<file path="src/rtl/aci_pkg.sv">
// Purpose: shared constants and types for the analog command conditioner
// Assumes: samples arrive as signed counts, full scale = +/- full voltage
// Notes:   all scale factors are fixed point with 8 fraction bits
package aci_pkg;
   // -----------------------------------------------------------------
   // widths and fixed-point positions
   // -----------------------------------------------------------------
   localparam int SAMP_W      = 16;
   localparam int NARROW_W    = 14;
   localparam int VEL_W       = 32;
   localparam int SCALE_SHIFT = 8;
   localparam int COEF_SHIFT  = 16;

   // -----------------------------------------------------------------
   // timing: filter coefficient per hertz of cutoff
   // -----------------------------------------------------------------
   localparam int SAMPLE_RATE_HZ = 16000;
   // 2*pi*2^16 = 411775, rounded to nearest per sample rate
   localparam int COEF_PER_HZ =
      (411775 + SAMPLE_RATE_HZ / 2) / SAMPLE_RATE_HZ;
   localparam logic [16:0] COEF_MAX = 17'h10000;

   // -----------------------------------------------------------------
   // reset values and encodings
   // -----------------------------------------------------------------
   localparam logic signed [15:0] OFFSET_RST = 16'sh0000;
   localparam logic signed [15:0] FILT_RST   = 16'sh0000;
   localparam logic signed [31:0] VEL_RST    = 32'sh00000000;
   localparam logic [1:0]         CH2_FN_FIXED_CURRENT_LIMIT = 2'h2;

   typedef enum logic [1:0] {
      ACI_OP_MODE0 = 2'h0,
      ACI_OP_VEL   = 2'h1,
      ACI_OP_MODE2 = 2'h2,
      ACI_OP_CUR   = 2'h3
   } aci_opmode_t;

   typedef struct packed {
      logic signed [15:0] ch1;
      logic signed [15:0] ch2;
   } aci_samp_t;

   typedef struct packed {
      logic signed [31:0] vel;
      logic signed [15:0] cur;
      logic [15:0]        fixed_current_limit;
   } aci_cmd_t;
endpackage

</file>
<file path="src/rtl/aci_top.sv">
// Purpose: offset, deadband, filter, scaling and limiting of analog commands
// Assumes: converter samples arrive on mclk_in with valid/ready
// Notes:   pending sample plus buffered commands two at most together
`timescale 1ns/1ns
module aci_top #(
   parameter bit DUAL_CHAN = 1'b0
) (
   // clock and reset
   input  wire logic                mclk_in,
   input  wire logic                rst_in,
   // converter samples
   input  wire logic                samp_valid_in,
   input  wire aci_pkg::aci_samp_t  samp_in,
   output logic                     samp_ready_out,
   // channel one settings
   input  wire logic [15:0]         chan1_deadband_in,
   input  wire logic [15:0]         chan1_filter_cutoff_in,
   input  wire logic                chan1_offset_wr_in,
   input  wire logic signed [15:0]  chan1_offset_wdata_in,
   input  wire logic                chan1_autozero_cmd_in,
   // channel two settings
   input  wire logic [1:0]          chan2_function_select_in,
   input  wire logic [15:0]         chan2_deadband_in,
   input  wire logic [15:0]         chan2_filter_cutoff_in,
   input  wire logic                chan2_offset_wr_in,
   input  wire logic signed [15:0]  chan2_offset_wdata_in,
   input  wire logic                chan2_autozero_cmd_in,
   input  wire logic [15:0]         chan2_current_scale_in,
   // command path settings
   input  wire aci_pkg::aci_opmode_t opmode_in,
   input  wire logic signed [15:0]  vel_scale_in,
   input  wire logic [15:0]         fixed_current_limit_in,
   input  wire logic [31:0]         accel_limit_in,
   input  wire logic [31:0]         decel_limit_in,
   // status
   output logic signed [15:0]       chan1_offset_volts_out,
   output logic signed [15:0]       chan2_offset_volts_out,
   output logic signed [15:0]       chan1_voltage_readback_out,
   output logic signed [15:0]       chan2_voltage_readback_out,
   output logic [15:0]              effective_current_limit_out,
   // conditioned commands
   output logic                     cmd_valid_out,
   output aci_pkg::aci_cmd_t        cmd_out,
   input  wire logic                cmd_ready_in
);
   import aci_pkg::*;

   // -----------------------------------------------------------------
   // arithmetic helpers
   // -----------------------------------------------------------------
   function automatic logic signed [15:0] sub_sat(
      input logic signed [15:0] a, input logic signed [15:0] b);
      logic signed [16:0] d;
      d = {a[15], a} - {b[15], b};
      if (d > 17'sh07fff) begin
         sub_sat = 16'sh7fff;
      end else if (d < 17'sh18000) begin
         sub_sat = 16'sh8000;
      end else begin
         sub_sat = d[15:0];
      end
   endfunction

   function automatic logic [16:0] mag(input logic signed [15:0] x);
      logic signed [16:0] w;
      w   = {x[15], x};
      mag = x[15] ? 17'(-w) : 17'(w);
   endfunction

   function automatic logic signed [15:0] dband(
      input logic signed [15:0] x, input logic [15:0] db);
      dband = (mag(x) <= {1'b0, db}) ? 16'sh0000 : x;
   endfunction

   function automatic logic [16:0] coef(input logic [15:0] hz);
      logic [31:0] p;
      p    = 32'(hz) * 32'(COEF_PER_HZ);
      coef = (p > 32'(COEF_MAX)) ? COEF_MAX : p[16:0];
   endfunction

   // y moves by a fraction a/2^16 of the error, so it stays between y and x
   function automatic logic signed [15:0] lpf(
      input logic signed [15:0] y, input logic signed [15:0] x,
      input logic [16:0] a);
      logic signed [16:0] e;
      logic signed [34:0] pr;
      logic signed [16:0] s;
      e   = {x[15], x} - {y[15], y};
      pr  = e * $signed({1'b0, a});
      s   = {y[15], y} + pr[32:16];
      lpf = s[15:0];
   endfunction

   // -----------------------------------------------------------------
   // sample intake and normalisation
   // -----------------------------------------------------------------
   logic               acc, push, pop;
   logic               pend_q, pend_d;
   logic [1:0]         cnt_q, cnt_d;
   logic signed [15:0] norm1, norm2, x1, x2, corr1;
   logic [16:0]        coef1, coef2;

   // narrow samples are left aligned so both builds share one scale
   assign norm1 = DUAL_CHAN ? {samp_in.ch1[13:0], 2'b00}
                            : samp_in.ch1;
   assign norm2 = DUAL_CHAN ? {samp_in.ch2[13:0], 2'b00}
                            : 16'sh0000;
   // one pending plus buffered words never exceed two slots
   assign samp_ready_out = ({1'b0, cnt_q} + {2'b00, pend_q}) < 3'h2;
   assign acc  = samp_valid_in && samp_ready_out;
   assign push = pend_q;
   assign pop  = cmd_valid_out && cmd_ready_in;
   assign coef1 = coef(chan1_filter_cutoff_in);
   assign coef2 = coef(chan2_filter_cutoff_in);
   assign corr1 = sub_sat(norm1, chan1_offset_volts_out);
   assign x1 = dband(corr1, chan1_deadband_in);
   assign x2 = dband(sub_sat(norm2, chan2_offset_volts_out),
                     chan2_deadband_in);

   // -----------------------------------------------------------------
   // per-channel offset, readback and filter state
   // -----------------------------------------------------------------
   logic signed [15:0] off1_d, off2_d, raw1_d, raw2_d;
   logic signed [15:0] filt1_q, filt1_d, filt2_q, filt2_d;

   always_comb begin
      off1_d = chan1_offset_volts_out;
      off2_d = chan2_offset_volts_out;
      if (chan1_autozero_cmd_in) begin
         off1_d = chan1_voltage_readback_out;
      end else if (chan1_offset_wr_in) begin
         off1_d = chan1_offset_wdata_in;
      end
      if (!DUAL_CHAN) begin
         off2_d = OFFSET_RST;
      end else if (chan2_autozero_cmd_in) begin
         off2_d = chan2_voltage_readback_out;
      end else if (chan2_offset_wr_in) begin
         off2_d = chan2_offset_wdata_in;
      end
      raw1_d  = acc ? norm1 : chan1_voltage_readback_out;
      raw2_d  = acc ? norm2 : chan2_voltage_readback_out;
      filt1_d = acc ? lpf(filt1_q, x1, coef1) : filt1_q;
      filt2_d = acc ? lpf(filt2_q, x2, coef2) : filt2_q;
   end

   always_ff @(posedge mclk_in or posedge rst_in) begin
      if (rst_in) begin
         chan1_offset_volts_out     <= OFFSET_RST;
         chan2_offset_volts_out     <= OFFSET_RST;
         chan1_voltage_readback_out <= FILT_RST;
         chan2_voltage_readback_out <= FILT_RST;
         filt1_q                    <= FILT_RST;
         filt2_q                    <= FILT_RST;
      end else begin
         chan1_offset_volts_out     <= off1_d;
         chan2_offset_volts_out     <= off2_d;
         chan1_voltage_readback_out <= raw1_d;
         chan2_voltage_readback_out <= raw2_d;
         filt1_q                    <= filt1_d;
         filt2_q                    <= filt2_d;
      end
   end

   // -----------------------------------------------------------------
   // command forming, slew limit and current limit
   // -----------------------------------------------------------------
   logic signed [31:0] vel_q, vel_d, vprod;
   logic signed [31:0] target;
   logic signed [32:0] diff;
   logic [31:0]        iprod;
   logic [15:0]        alim, fixed_current_limit_d;
   aci_cmd_t           cmd_d;

   always_comb begin
      vprod  = filt1_q * vel_scale_in;
      target = (opmode_in == ACI_OP_VEL) ? (vprod >>> SCALE_SHIFT)
                                         : VEL_RST;
      diff   = {target[31], target} - {vel_q[31], vel_q};
      vel_d  = vel_q;
      if (push) begin
         if (diff > $signed({1'b0, accel_limit_in})) begin
            vel_d = vel_q + accel_limit_in;
         end else if (diff < -$signed({1'b0, decel_limit_in})) begin
            vel_d = vel_q - decel_limit_in;
         end else begin
            vel_d = target;
         end
      end
      iprod = mag(filt2_q) * chan2_current_scale_in;
      alim  = (|iprod[31:24]) ? 16'hffff : iprod[23:8];
      fixed_current_limit_d = fixed_current_limit_in;
      if (DUAL_CHAN && chan2_function_select_in == CH2_FN_FIXED_CURRENT_LIMIT &&
          alim < fixed_current_limit_in) begin
         fixed_current_limit_d = alim;
      end
      cmd_d.vel  = vel_d;
      cmd_d.cur  = (opmode_in == ACI_OP_CUR) ? filt1_q
                                             : 16'sh0000;
      cmd_d.fixed_current_limit = fixed_current_limit_d;
   end

   always_ff @(posedge mclk_in or posedge rst_in) begin
      if (rst_in) begin
         vel_q                       <= VEL_RST;
         effective_current_limit_out <= 16'h0000;
      end else begin
         vel_q                       <= vel_d;
         effective_current_limit_out <= fixed_current_limit_d;
      end
   end

   // -----------------------------------------------------------------
   // two-entry command buffer
   // -----------------------------------------------------------------
   aci_cmd_t mem_q [2];
   aci_cmd_t mem_d [2];
   logic     wp_q, wp_d, rp_q, rp_d;

   always_comb begin
      pend_d   = acc;
      mem_d[0] = mem_q[0];
      mem_d[1] = mem_q[1];
      if (push) begin
         mem_d[wp_q] = cmd_d;
      end
      wp_d  = wp_q ^ push;
      rp_d  = rp_q ^ pop;
      cnt_d = cnt_q + {1'b0, push} - {1'b0, pop};
   end

   always_ff @(posedge mclk_in or posedge rst_in) begin
      if (rst_in) begin
         pend_q   <= 1'b0;
         cnt_q    <= 2'h0;
         wp_q     <= 1'b0;
         rp_q     <= 1'b0;
         mem_q[0] <= '0;
         mem_q[1] <= '0;
      end else begin
         pend_q   <= pend_d;
         cnt_q    <= cnt_d;
         wp_q     <= wp_d;
         rp_q     <= rp_d;
         mem_q[0] <= mem_d[0];
         mem_q[1] <= mem_d[1];
      end
   end

   assign cmd_valid_out = cnt_q != 2'h0;
   assign cmd_out       = mem_q[rp_q];

   // -----------------------------------------------------------------
   // checks
   // -----------------------------------------------------------------
   // sign-extended velocity so a step of either sign can be measured
   logic signed [32:0] vel_x;
   assign vel_x = {vel_q[31], vel_q};
endmodule

</file>
<file path="config.mk">
export PLATFORM = sky130hd
export DESIGN_NAME = aci_top
export DESIGN_NICKNAME = d
export VERILOG_FILES = /design/src/rtl/aci_pkg.sv /design/src/rtl/aci_top.sv
export SDC_FILE = /design/constraint.sdc
export NUM_CORES = 2
export LEC_CHECK = 0
export ABC_AREA = 1
export BUFFER_PORTS_ARGS = -buffer_cell sky130_fd_sc_hd__buf_2
export CAP_MARGIN = 20
export CORE_UTILIZATION = 57
export CTS_CLUSTER_SIZE = 28
export DETAILED_ROUTE_END_ITERATION = 7
export PLACE_DENSITY = 0.77
export SLEW_MARGIN = 20
export SYNTH_ARGS = -nofsm -noshare
export SYNTH_HDL_FRONTEND = slang
export SYNTH_SLANG_ARGS = --single-unit
</file>
<file path="constraint.sdc">
create_clock -name mclk_in -period 14.5 [get_ports mclk_in]
set_clock_uncertainty 0.05 [all_clocks]
set_input_delay 0.725 -clock mclk_in [delete_from_list [all_inputs] [get_ports mclk_in]]
set_output_delay 0.725 -clock mclk_in [all_outputs]
set_load 0.03 [all_outputs]
</file>
==> qor.yml <==
cts:
  cts_buffers: 27
  cts_hold_buf: 0
  root_buffer: "clkbuf_16"
  clkSlewWorstSetupHoldPaths_ns: 0.07
  htree_levels: 1
  clock_latency_ns: 0.58
  cts.path.max_buffers: 3
  cts_tree: "yes"
  clock_sinks: 229
grt:
  grt_pass1_wl_um: 190000
  grt_use_total: 0.323
  antenna_found_initial: 4
  grt_max_degree: 114
  grt_pass1_vias: 36800
  gr-total-overflow: 0
layout:
  layout.nets: 7058
  multiInputGateArea_mm2: 0.0303
  drive_above_1_share: 0.0759
  diodes: 0
  seqCellArea_mm2: 0.00573
  fillers: 6473
  final_util: 0.621
  syn2layout_area_growth_pct: 7.63
place:
  place.gp.congestion: 0.977
  pre_cts_ws_ns: 0.425
  port_buffers: 281
  dp_hpwl_um: 96900
min_path:
  hold_class: "input port to register"
  holdPathStages: 1
drt:
  ant_nets: 0
  drc: 0
  wire_per_inst_um: 17.1
  drt_first_pass_iters: 7
  vias_per_cell: 5.42
  wirelength_um: 117000
  drt-initial-drc-count: 2690
  vias: 37100
timing:
  hold_viol_final: 0
  fin_ws_ns: 1.04
  setup_viol: 0
  fmax_ghz: 0.0743
  hold_ws_ns: 0.231
  slew_headroom: 0.323
  worstMarginPinSlew_ns: 1.01
  timing.setup.tns_ns: 0
  post-route-period-util: 0.928
  slew_violations: 0
  period_needed_ns: 13.46
  rsz0062_at_grt: "no"
job:
  maxCapViolCount: 0
die:
  fp.dieW_um: 271
  dieArea_mm2: 0.0734
  die_h_um: 271
  start_util: 0.577
  rows: 98
  io-pin-count: 398
  core_mm2: 0.0715
yosys:
  ys.flop_type: "dfrtp_1"
  synth-edff-count: 0
  yosys-top-cells-count: "1538 x nand2_1, 1184 x inv_1, 489 x fa_1"
  syn_area_per_cell_um2: 7.26
  synth_area_mm2: 0.0412
  synth_cell_types: 66
  synth_top_cell_by_area: "fa_1"
  seq_area_frac_synth: 0.139
  synthTopCellsByArea: "fa_1 24%, nand2_1 14%, dfrtp_1 14%, ha_1 14%, inv_1 11%"
  yosysMostFrequentCell: "nand2_1"
  ys_ff_latch: 229
  synth_top_area_frac: 0.237
  async_flop_share: 1.00
  synth-warning-count: 0
  synth_cells: 5683
setup_path:
  r2r_cells: 83
  slowest_stage: "fa_1"
  cp.required_ns: 14.88
  max_stage_delay_ns: 0.54
  critPathLaunchType: "register"
  path_common_cell: "nand2_1"
  arrival_ns: 13.84
  end_kind: "register"
  critPathMaxFanout: 17
  worstSetupPathType: "register to register"
outcome:
  outcome: "finished, final reports clean"
[cells in the final DEF (no fill, tap or decap), types with 14 or more instances in the layout]
cell type  instances
nor3_1            43
a21oi_1          268
dfrtp_1          228
nand4_1           31
buf_4             40
nand3b_1          15
nand3_1          209
ha_1             448
a31oi_1           25
o21bai_1          17
nor2_1           354
conb_1            32
fa_1             489
inv_1           1181
o21ai_1           14
o21ai_0          229
o22ai_1           19
xor2_1           128
clkbuf_16         27
nand2_1         1538
and2_1            26
buf_2            281
xnor2_1           61
[per-stage QoR]
stage,instance area (µm²),std cells
final,44400,6838
after global routing,44400,6838
after CTS,44300,6836
after detailed placement,43400,6786
after global placement,43400,6786
after floorplan,41400,5714
[kinds of logic after synthesis]
kind of cell               Yosys count  synth area share
AOI/OAI and AO/OA                  651            0.0877
xor gates and xnor gates           192            0.0411
adders and majority gates          939             0.374
buffers and inverters             1390             0.131
DFF                                229             0.139
other                                1         0.0000909
and+or+nand+nor                   2281             0.228
[state kept, by name (all words and copies together) (netlist names)]
register and count:
chan1_offset_volts_out 16, filt1_q 16, vel_q 32, effective_current_limit_out 16, wp_q 1, rp_q 1
chan1_voltage_readback_out 16, cnt_q 2, mem_q 128, pend_q 1
[worst paths after layout]
| path | slack (ns) | end | from |
|---|---|---|---|
| min in group asynchronous | 0.26 | mem_q[4] | rst_in |
| max in group asynchronous | 12.73 | mem_q[56] | rst_in |
| max reg2reg | 1.04 | filt1_q[14] | chan1_offset_volts_out[7] |
| min reg2reg | 0.42 | mem_q[2] | mem_q[2] |
| max | 1.04 | filt1_q[14] | chan1_offset_volts_out[7] |
| min | 0.23 | effective_current_limit_out[10] | fixed_current_limit_in[10] |
[worst max-delay path, delay by kind of cell (launching register included)]
kind | cells | cell delay, ns
fa+ha+maj | 12 | 4.57
simple gates | 36 | 3.33
compound gates | 19 | 3.11
buf+inv | 13 | 1.34
xor+xnor | 3 | 0.52
flops | 1 | 0.39
[layer usage]
layer	wire length, µm	vias up	global-route usage
met4	4530	6	0.116
met1	49100	17700	0.434
li1	-	17700	-
met2	55100	1366	0.536
met3	8510	267	0.0370
met5	29	-	0
[area by class of cell]
| cell class | instances | area share |
|---|---|---|
| Timing Repair Buffer | 322 | 0.0387 |
| Sequential cell | 229 | 0.129 |
| Inverter | 1192 | 0.101 |
| Multi-Input combinational cell | 4095 | 0.682 |
| Clock buffer | 37 | 0.0170 |
| Tap cell | 950 | 0.0268 |
| Clock inverter | 13 | 0.00502 |
[repair_timing]
item                                    in CTS  in global routing
buffers inserted                             0                  2
resized for setup                            0                 10
endpoints found under the setup margin       0                  3
Power is not shown: default switching activity piles up to over one toggle a cycle in this logic, so the estimate is an artifact.
